## src/enph_defs.vh

```
// Purpose : shared constants of the next-protocol header stage
// Assumes : included by bare name from every design file of the stage
// Notes   : offsets are byte addresses on the apb register port
`ifndef ENPH_DEFS_VH
`define ENPH_DEFS_VH

// ------------------------------------------------------------
// register offsets
// ------------------------------------------------------------
`define ENPH_OFS_CTRL      8'h00
`define ENPH_OFS_TYPE      8'h04
`define ENPH_OFS_TPID      8'h08
`define ENPH_OFS_STATUS    8'h0C

// ------------------------------------------------------------
// control register fields
// ------------------------------------------------------------
`define ENPH_CTRL_TCE      0
`define ENPH_CTRL_BBE      1
`define ENPH_CTRL_MODE     2
`define ENPH_CTRL_NXT_LO   4
`define ENPH_CTRL_NXT_HI   6
`define ENPH_CTRL_SIG_LO   8
`define ENPH_CTRL_SIG_HI   12

// ------------------------------------------------------------
// reset values
// ------------------------------------------------------------
`define ENPH_RST_NXT       3'h5
`define ENPH_RST_SIG       5'h00
`define ENPH_RST_TYPE      16'h0000
`define ENPH_RST_MASK      16'hffff
`define ENPH_RST_TPID      16'h8a88

// ------------------------------------------------------------
// comparator stage identifiers
// ------------------------------------------------------------
// codes for the next-stage pointer
`define ENPH_ID_ETH1       3'h0
`define ENPH_ID_ETH2       3'h1
`define ENPH_ID_IP1        3'h2
`define ENPH_ID_IP2        3'h3
`define ENPH_ID_MPLS       3'h4
`define ENPH_ID_PTP        3'h5

// ------------------------------------------------------------
// protocol values
// ------------------------------------------------------------
`define ENPH_TPID_CTAG     16'h8100
`define ENPH_TPID_ITAG     16'h88e7
`define ENPH_LEN_LIMIT     16'h0600
`define ENPH_SAP_A         8'haa
`define ENPH_SAP_B         8'hab
`define ENPH_LLC_CTL       8'h03
`define ENPH_OUI_ALT       8'hf8

// ------------------------------------------------------------
// field lengths in bytes, minus one
// ------------------------------------------------------------
`define ENPH_ADDR_LAST     4'hb
`define ENPH_ITAG_LAST     4'h3
`define ENPH_LLC_LAST      4'h5

`endif

```

## src/enph_snap_check.v

```verilog
// Purpose : checks one byte of the llc header and snap oui
// Assumes : idx counts from the dsap octet, 0..5
// Notes   : the oui values are fixed in hardware
`include "enph_defs.vh"

module enph_snap_check (
   input  wire [3:0] idx,
   input  wire [7:0] data,
   output reg        byte_ok
);

   always @* begin
      case (idx)
         4'h0, 4'h1: byte_ok = (data == `ENPH_SAP_A) || (data == `ENPH_SAP_B);
         4'h2:       byte_ok = (data == `ENPH_LLC_CTL);
         4'h3, 4'h4: byte_ok = (data == 8'h00);
         4'h5:       byte_ok = (data == 8'h00) || (data == `ENPH_OUI_ALT);
         default:    byte_ok = 1'b0;
      endcase
   end

endmodule // enph_snap_check

```

## src/enph_stage.v

```verilog
// Purpose : ethernet/llc/snap next-protocol stage of an analyzer engine
// Assumes : one header byte per valid cycle, byte 0 marked by frame_start
// Notes   : flow matching itself arrives on flow_hit from the flow half
//
// Operation
// - two ethernet stages per engine; first fixed first, second anywhere
// - accept length frames with plain type, llc, or llc plus snap; here a length frame matches only with llc plus snap
// - type ii takes up to two tags, s-tag or c-tag 0x8100
// - next header starts on byte after the final type field
// - snap only after llc with saps aa/ab and control 03
// - snap is three oui octets then a two-octet type
// - snap oui must be zero or 0xf8, not programmable
// - vlan type inside snap makes a tag parse before next protocol
// - two tags plus llc plus snap is the longest header
// - backbone frames use both ethernet stages back to back
// - backbone mode: type ii, zero or one b-tag, then i-tag
// - next-protocol check uses one register set for all flows
// - flow comparison done separately, any configured flow may match
// - check last type field, tags and length, with pattern and offset
// - 3-bit field selects next comparator stage
// - 5-bit field gives frame signature field position
// - one 16-bit tpid recognises s-tags, b-tags and other tags
// - backbone enable exists only in first stage
// - type compare only for type ii frames when enabled
// - stage ids 0,1 ethernet, 2,3 ip, 4 mpls, 5 ptp/oam
// - offset counts bytes from header start, first byte zero
// - mask bit one compares, mask bit zero is wildcard
// - below 0x0600 is length needing llc/snap, else no llc allowed
//
// Design decisions made here: the placing of the registers and the APB slave port.
`include "enph_defs.vh"

module enph_stage #(
   parameter [2:0] STAGE_ID = `ENPH_ID_ETH1
) (
   input  wire        pclk,
   input  wire        presetn,
   input  wire        psel,
   input  wire        penable,
   input  wire        pwrite,
   input  wire [7:0]  paddr,
   input  wire [31:0] pwdata,
   output reg  [31:0] prdata,
   output reg         pready,
   output reg         pslverr,
   input  wire        frame_valid,
   input  wire        frame_start,
   input  wire        frame_last,
   input  wire [7:0]  frame_byte,
   input  wire        flow_hit,
   output reg         res_valid,
   output reg         res_match,
   output reg  [2:0]  res_next_stage,
   output reg  [5:0]  res_offset,
   output reg  [4:0]  res_sig_offset
);

   // ------------------------------------------------------------
   // parser states
   // ------------------------------------------------------------
   localparam [6:0] S_IDLE = 7'b000_0001;
   localparam [6:0] S_ADDR = 7'b000_0010;
   localparam [6:0] S_TYPE = 7'b000_0100;
   localparam [6:0] S_TAG  = 7'b000_1000;
   localparam [6:0] S_ITAG = 7'b001_0000;
   localparam [6:0] S_LLC  = 7'b010_0000;
   localparam [6:0] S_WAIT = 7'b100_0000;

   // ------------------------------------------------------------
   // configuration registers
   // ------------------------------------------------------------
   reg        type_compare_enable;
   reg        backbone_bridging_enable;
   reg        type_mode;
   reg [2:0]  next_stage_pointer;
   reg [4:0]  signature_field_position;
   reg [15:0] type_compare_value;
   reg [15:0] type_compare_mask;
   reg [15:0] service_tag_protocol_id;

   // ------------------------------------------------------------
   // parser state
   // ------------------------------------------------------------
   reg [6:0]  state;
   reg [5:0]  off;
   reg [3:0]  sub;
   reg [1:0]  tags;
   reg        llc_seen;
   reg [7:0]  type_hi;
   reg        last_match;
   reg [5:0]  last_offset;

   wire [15:0] type_now = {type_hi, frame_byte};
   wire        is_ctag;
   wire        is_stag;
   wire        is_itag;
   wire        is_len;
   wire        llc_ok;
   wire        bb_active;
   wire        type_hit;
   wire        setup;
   wire        access;
   wire        hit_ctrl;
   wire        hit_type;
   wire        hit_tpid;
   wire        hit_stat;
   wire        mapped;

   enph_tag_class u_class (
      .type_field              (type_now),
      .service_tag_protocol_id (service_tag_protocol_id),
      .is_ctag                 (is_ctag),
      .is_stag                 (is_stag),
      .is_itag                 (is_itag),
      .is_len                  (is_len)
   );

   enph_snap_check u_snap (
      .idx     (sub),
      .data    (frame_byte),
      .byte_ok (llc_ok)
   );

   assign bb_active = backbone_bridging_enable && (STAGE_ID == `ENPH_ID_ETH1);

   assign type_hit = ((type_now ^ type_compare_value) & type_compare_mask) == 16'h0000;

   // ------------------------------------------------------------
   // apb slave
   // ------------------------------------------------------------
   assign setup    = psel && !penable;
   assign access   = psel && penable && pready;
   assign hit_ctrl = (paddr == `ENPH_OFS_CTRL);
   assign hit_type = (paddr == `ENPH_OFS_TYPE);
   assign hit_tpid = (paddr == `ENPH_OFS_TPID);
   assign hit_stat = (paddr == `ENPH_OFS_STATUS);
   assign mapped   = hit_ctrl || hit_type || hit_tpid || hit_stat;

   // ready is raised in setup so every access closes in one access cycle
   always @(posedge pclk or negedge presetn) begin
      if (!presetn) begin
         pready  <= 1'b0;
         pslverr <= 1'b0;
         prdata  <= 32'h0000_0000;
      end else begin
         pready  <= setup;
         pslverr <= setup && (!mapped || (pwrite && hit_stat));
         if (setup && !pwrite) begin
            prdata <= 32'h0000_0000;
            if (hit_ctrl) begin
               prdata[`ENPH_CTRL_TCE]                   <= type_compare_enable;
               prdata[`ENPH_CTRL_BBE]                   <= bb_active;
               prdata[`ENPH_CTRL_MODE]                  <= type_mode;
               prdata[`ENPH_CTRL_NXT_HI:`ENPH_CTRL_NXT_LO] <= next_stage_pointer;
               prdata[`ENPH_CTRL_SIG_HI:`ENPH_CTRL_SIG_LO] <= signature_field_position;
            end
            if (hit_type) begin
               prdata <= {type_compare_mask, type_compare_value};
            end
            if (hit_tpid) begin
               prdata[15:0] <= service_tag_protocol_id;
            end
            if (hit_stat) begin
               prdata[0]    <= last_match;
               prdata[1]    <= (state != S_IDLE);
               prdata[13:8] <= last_offset;
            end
         end
      end
   end

   // single register set for all flows
   always @(posedge pclk or negedge presetn) begin
      if (!presetn) begin
         type_compare_enable      <= 1'b0;
         backbone_bridging_enable <= 1'b0;
         type_mode                <= 1'b0;
         next_stage_pointer       <= `ENPH_RST_NXT;
         signature_field_position <= `ENPH_RST_SIG;
         type_compare_value       <= `ENPH_RST_TYPE;
         type_compare_mask        <= `ENPH_RST_MASK;
         service_tag_protocol_id  <= `ENPH_RST_TPID;
      end else if (access && pwrite) begin
         if (hit_ctrl) begin
            type_compare_enable      <= pwdata[`ENPH_CTRL_TCE];
            // bit is held clear in the second stage
            backbone_bridging_enable <= pwdata[`ENPH_CTRL_BBE] &&
                                        (STAGE_ID == `ENPH_ID_ETH1);
            type_mode                <= pwdata[`ENPH_CTRL_MODE];
            next_stage_pointer       <= pwdata[`ENPH_CTRL_NXT_HI:`ENPH_CTRL_NXT_LO];
            signature_field_position <= pwdata[`ENPH_CTRL_SIG_HI:`ENPH_CTRL_SIG_LO];
         end
         if (hit_type) begin
            type_compare_value <= pwdata[15:0];
            type_compare_mask  <= pwdata[31:16];
         end
         if (hit_tpid) begin
            service_tag_protocol_id <= pwdata[15:0];
         end
      end
   end

   // ------------------------------------------------------------
   // header parser
   // ------------------------------------------------------------
   // decision at the second byte of a type/length field
   reg [6:0] next_state;
   reg       next_done;
   reg       next_ok;

   always @* begin
      next_state = S_TYPE;
      next_done  = 1'b0;
      next_ok    = 1'b0;
      if (bb_active) begin
         if (is_itag) begin
            next_state = S_ITAG;
         end else if (is_stag && (tags == 2'd0)) begin
            next_state = S_TAG;
         end else begin
            next_done = 1'b1;
         end
      // up to two s- or c-tags
      end else if ((is_ctag || is_stag) && (tags != 2'd2)) begin
         next_state = S_TAG;
      end else if (is_len) begin
         if (llc_seen || !type_mode) begin
            next_done = 1'b1;
         end else begin
            next_state = S_LLC;
         end
      end else begin
         next_done = 1'b1;
         // compare only for type ii frames
         next_ok   = !type_compare_enable || llc_seen || type_hit;
      end
   end

   // result on the byte that closes the final type
   wire fire_type = (state == S_TYPE) && (sub == 4'h1) && next_done;
   // i-tag end hands the customer header on
   wire fire_itag = (state == S_ITAG) && (sub == `ENPH_ITAG_LAST);
   // bad llc or oui byte, or frame cut inside the header
   wire fire_fail = ((state == S_LLC) && !llc_ok) || (frame_last && !state[0] && !state[6]);
   wire fire      = fire_type || fire_itag || fire_fail;
   // flow result joins the protocol result
   wire fire_hit  = flow_hit && (fire_itag || (fire_type && next_ok));

   always @(posedge pclk or negedge presetn) begin
      if (!presetn) begin
         state          <= S_IDLE;
         off            <= 6'd0;
         sub            <= 4'h0;
         tags           <= 2'd0;
         llc_seen       <= 1'b0;
         type_hi        <= 8'h00;
         res_valid      <= 1'b0;
         res_match      <= 1'b0;
         res_next_stage <= `ENPH_RST_NXT;
         res_offset     <= 6'd0;
         res_sig_offset <= `ENPH_RST_SIG;
         last_match     <= 1'b0;
         last_offset    <= 6'd0;
      end else begin
         res_valid <= 1'b0;
         if (frame_valid) begin
            off <= off + 6'd1;
            case (state)
               S_IDLE: begin
                  // byte 0 is the first header byte
                  if (frame_start) begin
                     off      <= 6'd1;
                     sub      <= 4'h1;
                     tags     <= 2'd0;
                     llc_seen <= 1'b0;
                     state    <= S_ADDR;
                  end
               end
               S_ADDR: begin
                  sub <= sub + 4'h1;
                  if (sub == `ENPH_ADDR_LAST) begin
                     sub   <= 4'h0;
                     state <= S_TYPE;
                  end
               end
               S_TYPE: begin
                  if (sub == 4'h0) begin
                     type_hi <= frame_byte;
                     sub     <= 4'h1;
                  end else begin
                     sub   <= 4'h0;
                     state <= next_state;
                  end
               end
               S_TAG: begin
                  sub <= sub + 4'h1;
                  if (sub == 4'h1) begin
                     sub   <= 4'h0;
                     tags  <= tags + 2'd1;
                     state <= S_TYPE;
                  end
               end
               S_ITAG: begin
                  sub <= sub + 4'h1;
               end
               S_LLC: begin
                  // oui bytes then snap type in S_TYPE
                  sub <= sub + 4'h1;
                  if (llc_ok && (sub == `ENPH_LLC_LAST)) begin
                     sub      <= 4'h0;
                     llc_seen <= 1'b1;
                     state    <= S_TYPE;
                  end
               end
               S_WAIT: begin
                  if (frame_last) begin
                     state <= S_IDLE;
                  end
               end
               default: begin
                  state <= S_IDLE;
               end
            endcase
            // one load point, so every result path fills the same fields
            if (fire) begin
               res_valid      <= 1'b1;
               res_match      <= fire_hit;
               res_next_stage <= next_stage_pointer;
               res_offset     <= off + 6'd1;
               res_sig_offset <= signature_field_position;
               last_match     <= fire_hit;
               last_offset    <= off + 6'd1;
               state          <= frame_last ? S_IDLE : S_WAIT;
            end
         end
      end
   end

endmodule // enph_stage

```

## src/enph_tag_class.v

```verilog
// Purpose : classifies a 16-bit type/length field
// Assumes : field is presented whole, high byte first on the wire
// Notes   : purely combinational
`include "enph_defs.vh"

module enph_tag_class (
   input  wire [15:0] type_field,
   input  wire [15:0] service_tag_protocol_id,
   output wire        is_ctag,
   output wire        is_stag,
   output wire        is_itag,
   output wire        is_len
);

   assign is_ctag = (type_field == `ENPH_TPID_CTAG);
   // programmable tpid covers s-tags and b-tags alike
   assign is_stag = (type_field == service_tag_protocol_id);
   assign is_itag = (type_field == `ENPH_TPID_ITAG);
   assign is_len  = (type_field < `ENPH_LEN_LIMIT);

endmodule // enph_tag_class

```

## config.mk

```make
export PLATFORM = sky130hd
export DESIGN_NAME = enph_stage
export DESIGN_NICKNAME = d
export VERILOG_FILES = /design/src/enph_snap_check.v /design/src/enph_stage.v /design/src/enph_tag_class.v
export VERILOG_INCLUDE_DIRS = /design/src
export SDC_FILE = /design/constraint.sdc
export NUM_CORES = 1
export LEC_CHECK = 0
export BUFFER_PORTS_ARGS = -buffer_cell sky130_fd_sc_hd__buf_2
export CORE_ASPECT_RATIO = 0.7
export CORE_MARGIN = 5
export CORE_UTILIZATION = 60
export DETAILED_ROUTE_END_ITERATION = 8
export PLACE_DENSITY_LB_ADDON = 0.1
export SLEW_MARGIN = 25
export SYNTH_ARGS = -nofsm -noshare
export SYNTH_HDL_FRONTEND = slang
export SYNTH_SLANG_ARGS = --single-unit
export TNS_END_PERCENT = 30
```

## constraint.sdc

```tcl
create_clock -name pclk -period 5.2 [get_ports pclk]
set_clock_uncertainty 0.1 [all_clocks]
set_input_delay 1.04 -clock pclk [delete_from_list [all_inputs] [get_ports pclk]]
set_output_delay 1.04 -clock pclk [all_outputs]
set_load 0.005 [all_outputs]
```

# Yosys cells after proc, flatten, opt, wreduce, memory -nomap -nowiden
# Cells that the tools add are included.
[totals]
wordCells = 170
ff_bits = 137
[op_classes]
eq_ne = 35
bitwise_logic = 2
add_sub_neg = 3
n_mux = 48
magnitude_cmp = 1
n_reduce_logical = 59
[ops]
columns = ["operator", "n"]
rows = [
  ["2-to-1 mux 7 bit", 9],
  ["one-hot mux 7 bit (7 select lines)", 1],
  ["2-to-1 mux 6 bit", 6],
  ["== test 16 bit (second input constant)", 2],
  ["2-to-1 mux 32 bit", 1],
  ["== test 8 bit (second input constant)", 3],
  ["one-hot mux 4 bit (6 select lines)", 1],
  ["2-to-1 mux 4 bit", 5],
  ["logical AND 1 bit", 18],
  ["bitwise AND 16 bit", 1],
  ["== test 16 bit", 1],
  ["== test 8 x 4 -> 1 bit (second input constant)", 2],
  ["zero test 16 bit", 1],
  ["zero test 8 bit", 2],
  ["less-than comparator 16 x 11 -> 1 bit (second input constant)", 1],
  ["2-to-1 mux 16 bit", 1],
  ["bitwise XOR 16 bit", 1],
  ["!= test 3 bit (second input constant)", 5],
  ["logical OR 1 bit", 14],
  ["2-to-1 mux 1 bit", 14],
  ["2-to-1 mux 5 bit", 2],
  ["== test 4 x 2 -> 1 bit (second input constant)", 2],
  ["== test 4 x 3 -> 1 bit (second input constant)", 2],
  ["== test 8 x 2 -> 1 bit (second input constant)", 1],
  ["32 further kinds", 52],
]

# Longest topological paths before layout
# Gate-level depths: netlist of run 1.
[depth]
word_depth = 11
depth_mapped = 11

# Hierarchy
# Synthesis of run 1 repeated with hierarchy kept, for this count alone.
[hier_totals]
cells_unflattened = 584
hier_area_um2 = 6789.0
[by_module_without_submodules]
columns = ["module", "cells_each", "seq_area_each_um2", "area_each_um2", "n_inst"]
rows = [
  ["enph_stage", 539, 3460.8, 6438.7, 1],
  ["enph_tag_class", 32, 0.0, 250.2, 1],
  ["enph_snap_check", 13, 0.0, 100.1, 1],
]

# Least setup slack after synthesis of run 1
# OpenSTA, ideal clock, no wires.
[synth_path]
kind = "input -> register"
start = "input frame_byte[4]"
end = "register state[1]"
arrival_time_ns = 2.990
slack_ns = 1.985
stages = 9
setup_ns = 0.125
path_cell_list = "buf_2 xnor2_1 nand4_1 nor4_4 o31ai_2 a211o_1 buf_6 a21oi_4 mux2_2"
[synth_via]
elab_chain_cells = 10
elab_cells_between_ends = 42
[synth_lines]
columns = ["element", "line", "rtl"]
rows = [
  ["start, declared", "enph_stage.v:49", "input wire [7:0] frame_byte,"],
  ["branches (longest 10 deep; another with less-than comparator 16 x 11 -> 1 bit)", "n/a", ""],
  ["end signal, assigned", "enph_stage.v:292", "state <= next_state;"],
  ["end signal, assigned", "enph_stage.v:333", "state <= frame_last ? S_IDLE : S_WAIT;"],
  ["end, declared", "enph_stage.v:84", "reg [6:0] state;"],
]
# Several ways; the timed one is not identified. The select of a mux whose other input is x is not followed.
# A chain may end at the register's enable or synchronous reset.

# Worst setup path after layout of run 1
[layout_path]
start = "register sub[1]"
end = "register state[6]"
[layout_via]
elab_chain_cells = 9
elab_cells_between_ends = 28
[layout_lines]
columns = ["element", "line", "rtl"]
rows = [
  ["start, declared", "enph_stage.v:86", "reg [3:0] sub;"],
  ["start signal, assigned", "enph_stage.v:280", "sub <= sub + 4'h1;"],
  ["start signal, assigned", "enph_stage.v:296", "sub <= sub + 4'h1;"],
  ["start signal, assigned", "enph_stage.v:304", "sub <= sub + 4'h1;"],
  ["== test 4 x 2 -> 1 bit (tied with other cells)", "enph_snap_check.v:13", "case (idx)"],
  ["OR reduction 2 bit", "enph_snap_check.v:13", ""],
  ["one-hot mux 1 bit (4 select lines)", "enph_snap_check.v:13", ""],
  ["zero test 1 bit", "enph_stage.v:244", "wire fire_fail = ((state == S_LLC) && !llc_ok) || (frame_last && !state[0] && !state[6]);"],
  ["logical AND 1 bit", "enph_stage.v:244", ""],
  ["logical OR 1 bit", "enph_stage.v:244", ""],
  ["logical OR 1 bit", "enph_stage.v:245", "wire fire = fire_type || fire_itag || fire_fail;"],
  ["!= test 3 bit (no source line) (tied with other cells)", "n/a", ""],
  ["AND reduction 8 bit (no source line)", "n/a", ""],
]
# Parallel ways exist; a longest one is shown, timed or not.

==> results.yml, run 1 <==
outcome:
  status: "finished, final reports clean"
critical_path:
  cp_cell_sequence: "inv_1 > ha_1 > and3b_1 > nor4_1 > a2111oi_0 > o21ai_0 > nor4_2 > a21oi_4 > mux2_2"
  worstPathRequired_ns: 5.40
  critPathSlowestCell: "nor4_2"
  cpPeakStageDelay_ns: 0.60
  worst_path_dominant_cell_family: "compound AO/OA/AOI/OAI gates"
  startpoint: "sub[1]"
  startpoint_type: "flop"
  crit_buf_inv: 1
  path_class: "flop to flop"
  reg2reg_from: "sub[1]"
  critPathCaptureType: "flop"
  crit_arrival_ns: 3.40
  critical_path.max_fanout: 7
clock_tree:
  path_clk_slew_ns: 0.06
  cts_inserted_buffers: 17
  clkSinkCount: 137
  cts_resized: 0
  htree_levels: 4
  cts_setup_buffers: 0
  clkLatencyLatePin_ns: 0.41
  cts.path.max_buffers: 2
  postCtsHoldBufs: 0
  clockRootBuffer: "clkbuf_16"
  cts_tree: "done"
detailed_routing:
  wl_per_cell_um: 20.5
  vias: 5131
  drtAntennaViolNets: 0
  totalWireLength_um: 17400
  dr.pass1.iters: 5
  viasPerCell: 6.07
  drc: 0
  drt_iter0_drc: 376
die:
  die_area_mm2: 0.0137
  core-area_mm2: 0.0111
  die_h_um: 99.3
  rows: 32
  start_util_pct: 61.7
  pin_count: 107
  dieWidth_um: 138
pwr:
  p_per_area_mw_per_mm2: 393
  ir_drop_mv: 0.280
  totalPowerFinal_mw: 3.16
  p_leak_nw: 3.96
grt:
  grt_usage_pct: 26.2
  grt_max_degree: 107
  grt_pass1_vias: 5161
  antenna_found_initial: 0
  grt_pass1_wl_um: 27700
  overflow: 0
timing:
  period_share_pct: 61.6
  rsz0062_at_grt: "no"
  slew_viol_final: 0
  period_needed_ns: 3.20
  setup-violations-final: 0
  slew_headroom_pct: 37.5
  worst_slack_ns: 2.00
  hold_violations: 0
  tightest_slew_ns: 0.934
  timing.setup.tns_ns: 0
  timing.fmax_mhz: 312
  whs_ns: 0.361
logic_synthesis:
  ys_types: 64
  synth_cells: 578
  synth_ff_type: "dfrtp_1"
  yosys_register_bits: 137
  netlist_area_mm2: 0.00684
  synth_edf_count: 0
  synthArstFlopShare_pct: 100
  seq_area_frac_synth_pct: 50.6
  yosysWarningCount: 0
  syn-num-nets: 642
  syn_area_per_cell_um2: 11.8
cells_and_area:
  synthToLayoutAreaGrowth_pct: 17.7
  layout-drive-gt1-share_pct: 40.1
  fillCellCount: 798
  final_cells: 846
  final_net_count: 744
  multi_input_area_mm2: 0.00320
  register_area_mm2: 0.00346
  diodes: 0
placed_design:
  io_buffer_count: 106
  dp_hpwl_um: 12400
  dp.cells: 814
  pre_cts_ws_ns: 1.64
  gp_congestion: 0.882
min_path:
  hp-start: "prdata[31]"
  hp-class: "flop to flop"
run:
  drv_cap: 0
[worst min-delay path, cell delays in order, from the launching register on]
cell and delay, ns:
dfrtp_1 0.34, nand2_1 0.05, nand2_1 0.05
[cell usage after synthesis, drive strengths merged, types with 6 or more instances]
cell | n | share of area, %
nor3 | 6 | 0.59
ha | 7 | 1.3
nor3b | 7 | 0.77
mux4 | 7 | 2.3
nor4 | 7 | 1.0
a22o | 16 | 2.0
clkbuf | 18 | 0.99
a21oi | 8 | 0.75
buf | 9 | 1.1
nand4 | 9 | 0.82
dfstp | 26 | 10
o21ai | 19 | 1.4
dfrtp | 111 | 41
nand3 | 31 | 2.3
a22oi | 8 | 0.88
nand2 | 59 | 3.5
inv | 12 | 0.66
xor2 | 17 | 2.2
nor2 | 29 | 1.6
mux2 | 87 | 15
xnor2 | 20 | 2.6
[cell usage in the layout, fill, tap and decap left out, drive strengths merged, types with 4 or more instances in the layout]
cell type | synthesis | final
a211oi | 5 | 5
a21oi | 8 | 8
a221oi | 4 | 4
a22o | 16 | 16
a22oi | 8 | 8
and3 | 5 | 5
buf | 9 | 109
clkbuf | 18 | 22
clkinv | 0 | 5
dfrtp | 111 | 111
dfstp | 26 | 26
ha | 7 | 7
inv | 12 | 13
mux2 | 87 | 87
mux2i | 4 | 4
mux4 | 7 | 7
nand2 | 59 | 59
nand2b | 5 | 5
nand3 | 31 | 31
nand4 | 9 | 9
nand4b | 4 | 4
nor2 | 29 | 29
nor2b | 4 | 4
nor3 | 6 | 6
nor3b | 7 | 7
nor4 | 7 | 7
o21ai | 19 | 19
xnor2 | 20 | 20
xor2 | 17 | 17
[area by class of cell]
class                      instances  area share, %
clock buffer                      21           5.72
clock inverter                    11           1.54
inverter                          12          0.559
multi-input combinational        402           39.8
sequential                       137           43.0
tap                              153           2.38
timing repair buffer             110           7.07
[logic make-up (layout without fill, tap and decap cells)]
| logic type | after synthesis | count (layout) | share of synthesized area [%] |
|---|---|---|---|
| compound gates | 80 | 80 | 8.78 |
| xor+xnor | 37 | 37 | 4.74 |
| fa+ha+maj | 7 | 7 | 1.28 |
| buf+inv | 39 | 154 | 2.76 |
| flops | 137 | 137 | 50.6 |
| mux | 98 | 98 | 17.7 |
| simple gates | 180 | 180 | 14.2 |
[sequential cells by signal (all words and copies together), names as in the netlist, 2 cells and up]
register and cells:
type_hi 8, res_next_stage 3, type_compare_mask 16, type_compare_value 16, service_tag_protocol_id 16, state 7
prdata 32, sub 4, res_sig_offset 5, tags 2, next_stage_pointer 3, off 6
signature_field_position 5, res_offset 6
[layer usage]
layer / track usage [%] / vias up / part of all wire (%) / wire, µm
met5: 0 / - / 0 / 0
met4: 8.90 / 0 / 1.5 / 259
met1: 37.2 / 2567 / 43 / 7550
met3: 5.21 / 30 / 7.0 / 1220
li1: - / 2320 / - / -
met2: 40.5 / 214 / 48 / 8350
[power by group]
part | internal [mW] | total [mW] | leakage, nW | switching [mW]
Sequential | 1.17 | 1.32 | 1.78 | 0.144
Combinational | 0.296 | 0.660 | 1.90 | 0.364
Clock | 0.732 | 1.19 | 0.279 | 0.455
Total | 2.20 | 3.16 | 3.96 | 0.964
[final timing paths]
check	to	slack [ns]	cells past startpoint
max in group asynchronous	type_compare_mask[6]	3.36	2
hold / removal	prdata[31]	0.36	2
min in group asynchronous	off[2]	0.60	1
setup reg to reg	state[6]	2.00	9
setup / recovery	state[6]	2.00	9
hold reg to reg	prdata[31]	0.36	2
[stage by stage]
step                      cell area [µm²]  util, %
final                                8050     72.6
after global routing                 8050     72.6
after CTS                            8050     72.6
after detailed placement             7470     67.3
after global placement               7460     67.3
after floorplan                      6840        -
(Power assumes the default switching activity.)
==> inputs of run 2 (changes only) <==
Settings changed: CORE_UTILIZATION 60 to 57.
Clock period 5.2 ns to 3.3 ns, I/O delays scaled along.
==> run 2 against run 1 <==
Clock power rose by 55%. Routed wire length fell by 0.47%. Sequential share of layout area fell by 0.27 points. Worst setup slack got worse by 1.7 ns. Clock-buffer cell count fell by 3. Die area rose by 4.8%. Power rose by 57%. Worst hold slack got worse by 0.22 ns. Largest cell class unchanged. Highest routed layer unchanged.
==> results.yml, run 2 (synthesis results as in run 1) <==
grt:
  grt_pass1_wl_um: 28300
  grt_pass1_vias: 5183
  overflow: 0
  grt_usage_pct: 25.4
  grt_max_degree: 72
  antenna_found_initial: 0
clock_tree:
  cts_tree: "done"
  htree_levels: 4
  cts_inserted_buffers: 17
  postCtsHoldBufs: 0
  clockRootBuffer: "clkbuf_16"
  cts.path.max_buffers: 2
  clkSinkCount: 137
  cts_setup_buffers: 0
  path_clk_slew_ns: 0.06
  clkLatencyLatePin_ns: 0.42
  cts_resized: 0
timing:
  slew_viol_final: 0
  rsz0062_at_grt: "no"
  timing.setup.tns_ns: 0
  hold_violations: 0
  slew_headroom_pct: 32.0
  timing.fmax_mhz: 335
  tightest_slew_ns: 1.02
  setup-violations-final: 0
  whs_ns: 0.137
  period_share_pct: 90.4
  period_needed_ns: 2.98
critical_path:
  crit_buf_inv: 0
  r2r_cells: 7
  cpPeakStageDelay_ns: 0.49
  path_class: "flop to flop"
  path_depth: 7
  crit_arrival_ns: 3.18
  crit_path_frequent_cell: "nor3_1"
  critical_path.max_fanout: 8
  startpoint_type: "flop"
  critPathSlowestCell: "a211o_1"
  critPathCaptureType: "flop"
  worst_path_dominant_cell_family: "simple AND/OR/NAND/NOR gates"
  worstPathRequired_ns: 3.50
  cp_cell_sequence: "nor3_1 > nand3_1 > nor3_1 > o31ai_2 > a211o_1 > a21oi_4 > mux2_2"
die:
  die_area_mm2: 0.0143
  die_h_um: 102
  start_util_pct: 58.3
  pin_count: 107
  rows: 33
  core-area_mm2: 0.0117
  dieWidth_um: 141
run:
  drv_cap: 0
detailed_routing:
  viasPerCell: 5.93
  drc: 0
  top_layer_used: "met4"
  dr.pass1.iters: 5
  drt_iter0_drc: 276
  wl_met3_um: 1010
  vias: 5088
  wl_met1_um: 7830
  drtAntennaViolNets: 0
  wl_per_cell_um: 20.2
  met2_length_um: 8200
  totalWireLength_um: 17300
cells_and_area:
  register_area_mm2: 0.00346
  fillCellCount: 891
  diodes: 0
  final_common_cell: "dfrtp_1"
  final_cell_mix: "dfrtp_1 (111), buf_2 (105), mux2_2 (78)"
  layout-drive-gt1-share_pct: 40.9
  final_net_count: 752
  largest_reg_flops: 32
  synthToLayoutAreaGrowth_pct: 18.4
  regMostFlops: "prdata"
  multi_input_area_mm2: 0.00320
min_path:
  hp-class: "input pin to asynchronous set/reset pin"
placed_design:
  dp_hpwl_um: 12700
  gp_congestion: 0.951
  io_buffer_count: 106
outcome:
  status: "finished, final reports clean"
pwr:
  ir_drop_mv: 0.460
  p_per_area_mw_per_mm2: 613
  p_leak_nw: 3.99
-- run 2: per-layer routing --
metal,GRT usage (%),up-vias
met1,36.2,2573
li1,-,2321
met4,7.22,0
met5,0,-
met2,40.4,171
met3,4.86,23
-- run 2: area by class of cell --
cell class	instances	area share (%)
flip-flops and latches	137	42.7
clock inverters	14	1.67
multi-input cells	402	39.5
inverters	12	0.556
repair buffers	118	7.74
clock buffers	18	5.42
well taps	157	2.42
-- run 2: through the flow --
step | util (%) | std cells | instance area, µm² | setup WS (ns) | power, mW
floorplan | - | 578 | 6840 | 0.465 | 2.78
global placement | 64.2 | 826 | 7530 | 0.205 | 3.12
detailed placement | 64.2 | 826 | 7530 | 0.0450 | 3.14
CTS | 69.1 | 858 | 8100 | 0.364 | 4.99
global route | 69.1 | 858 | 8100 | 0.150 | 5.20
finish | 69.1 | 858 | 8100 | 0.317 | 4.96
-- run 2: final timing paths --
check / start / to / slack [ns]
min in group pclk: prdata[29] / prdata[29] / 0.36
min reg2reg: prdata[29] / prdata[29] / 0.36
max: type_hi[4] / state[2] / 0.32
max in group asynchronous: presetn / type_compare_mask[15] / 2.13
max reg2reg: type_hi[4] / state[2] / 0.32
min: presetn / res_offset[1] / 0.14
-- run 2: power breakdown --
group | total, mW | switching (mW) | internal [mW]
clock | 1.84 | 0.769 | 1.07
sequential | 2.06 | 0.217 | 1.85
combinational | 1.06 | 0.582 | 0.478
total | 4.96 | 1.57 | 3.40
==> inputs of run 3 (changes only) <==
Settings changed: RECOVER_POWER from default to 25.
==> run 3 against run 2 <==
The run now ends with capacitance limit, slew limit left. Sequential power barely moved. Sequential share of layout area barely moved. Power hardly changed. Cell area fell by 0.11%. Clock-buffer cell count is the same. First-iteration DRC count rose by 12%. Largest cell class unchanged. Maximum frequency rose by 0.16%. Non-clock buffer count unchanged. Critical path type unchanged.
==> results.yml, run 3 (synthesis results as in run 1) <==
timing:
  slew_headroom_pct: -15.7
  timing.fmax_mhz: 336
  setup-violations-final: 0
  rsz0062_at_grt: "no"
  timing.setup.tns_ns: 0
  period_needed_ns: 2.98
  hold_violations: 0
  worst_slack_ns: 0.322
  tightest_slew_ns: 1.74
  period_share_pct: 90.2
  slew_viol_final: 72
  whs_ns: 0.362
critical_path:
  critPathSlowestCell: "nor4_2"
  critical_path.max_fanout: 7
  cp_cell_sequence: "inv_1 > ha_1 > and3b_1 > nor4_1 > a2111oi_0 > o21ai_0 > nor4_2 > a21oi_4 > mux2_2"
  cpPeakStageDelay_ns: 0.58
  worstPathRequired_ns: 3.50
  startpoint_type: "flop"
  path_class: "flop to flop"
  crit_buf_inv: 1
  crit_arrival_ns: 3.18
  worst_path_dominant_cell_family: "simple AND/OR/NAND/NOR gates"
  critPathCaptureType: "flop"
die:
  dieWidth_um: 141
  pin_count: 107
  start_util_pct: 58.3
  die_h_um: 102
  die_area_mm2: 0.0143
  core-area_mm2: 0.0117
  rows: 33
clock_tree:
  cts_resized: 0
  postCtsHoldBufs: 0
  clkSinkCount: 137
  cts_setup_buffers: 0
  cts_tree: "done"
  clockRootBuffer: "clkbuf_16"
  htree_levels: 4
  cts_inserted_buffers: 17
  clkLatencyLatePin_ns: 0.42
  path_clk_slew_ns: 0.06
  cts.path.max_buffers: 2
cells_and_area:
  final_net_count: 752
  multi_input_area_mm2: 0.00320
  register_area_mm2: 0.00346
  layout-drive-gt1-share_pct: 40.9
  regMostFlops: "prdata"
  largest_reg_flops: 32
  final_area_mm2: 0.00809
  fillCellCount: 893
  final_cell_mix: "dfrtp_1 (111), buf_2 (105), mux2_2 (78)"
  diodes: 0
  final_common_cell: "dfrtp_1"
  synthToLayoutAreaGrowth_pct: 18.3
detailed_routing:
  dr.pass1.iters: 5
  drtAntennaViolNets: 0
  totalWireLength_um: 17300
  vias: 5073
  viasPerCell: 5.91
  drc: 0
  wl_per_cell_um: 20.2
  drt_iter0_drc: 308
grt:
  antenna_found_initial: 0
  grt_max_degree: 72
  overflow: 0
  grt_pass1_wl_um: 28300
  grt_pass1_vias: 5183
  grt_usage_pct: 25.4
outcome:
  status: "finished with violations"
  violations: "capacitance limit, slew limit"
placed_design:
  pre_cts_ws_ns: 0.0450
  io_buffer_count: 106
  placed_area_mm2: 0.00753
  gp_congestion: 0.951
  dp_hpwl_um: 12700
pwr:
  intPower_mw: 3.40
  ir_drop_mv: 0.462
  p_per_area_mw_per_mm2: 613
  clkPwrFrac_pct: 37.1
  pwr-share-comb_pct: 21.3
  sequentialPowerShare_pct: 41.6
  switching_power_mw: 1.57
  p_leak_nw: 3.99
  switching_share_pct: 31.6
run:
  drv_cap: 1
min_path:
  hp-class: "flop to flop"
run 3: area by class of cell:
type	instances	share of cell area, %
flip-flops and latches	137	42.8
multi-input cells	402	39.5
repair buffers	118	7.64
clock buffers	18	5.43
well taps	157	2.43
clock inverters	14	1.67
inverters	12	0.557
run 3: stage by stage:
| step | utilization (%) | std cells | total power [mW] |
|---|---|---|---|
| 2_1_floorplan | - | 578 | 2.78 |
| 3_3_place_gp | 64.2 | 826 | 3.12 |
| 4_1_cts | 69.1 | 858 | 4.99 |
| 5_1_grt | 69.0 | 858 | 5.20 |
| 3_5_place_dp | 64.2 | 826 | 3.14 |
| 6_report | 69.0 | 858 | 4.96 |
run 3: power groups by stage:
| stage | clock network (mW) | registers, mW | logic (mW) |
|---|---|---|---|
| after floorplan | 0 | 2.03 | 0.745 |
| after global placement | 0 | 2.08 | 1.04 |
| after detailed placement | 0 | 2.09 | 1.05 |
| after CTS | 1.87 | 2.06 | 1.06 |
| after global routing | 1.95 | 2.09 | 1.17 |
| final | 1.84 | 2.06 | 1.06 |
run 3: worst register-to-register path, stage by stage, from the launching register on:
cell and delay (ns):
dfrtp_1 0.42, inv_1 0.10, ha_1 0.20, and3b_1 0.24, nor4_1 0.07, a2111oi_0 0.43, o21ai_0 0.28, nor4_2 0.58
a21oi_4 0.12, mux2_2 0.31
run 3: per-layer routing:
metal	vias to the layer above	GRT usage (%)	wire length (µm)
met1	2557	36.2	7890
met2	167	40.4	8180
met4	0	7.22	240
li1	2322	-	-
met5	-	0	0
met3	27	4.86	1010
run 3: path summary, 6_finish.rpt:
| check | start | to | slack [ns] | cells after the start |
|---|---|---|---|---|
| min in group asynchronous | presetn | off[2] | 0.60 | 1 |
| min reg2reg | prdata[29] | prdata[29] | 0.36 | 2 |
| max reg2reg | sub[1] | state[2] | 0.32 | 9 |
| max in group asynchronous | presetn | res_next_stage[0] | 1.14 | 2 |
| min | prdata[29] | prdata[29] | 0.36 | 2 |
| max | sub[1] | state[2] | 0.32 | 9 |
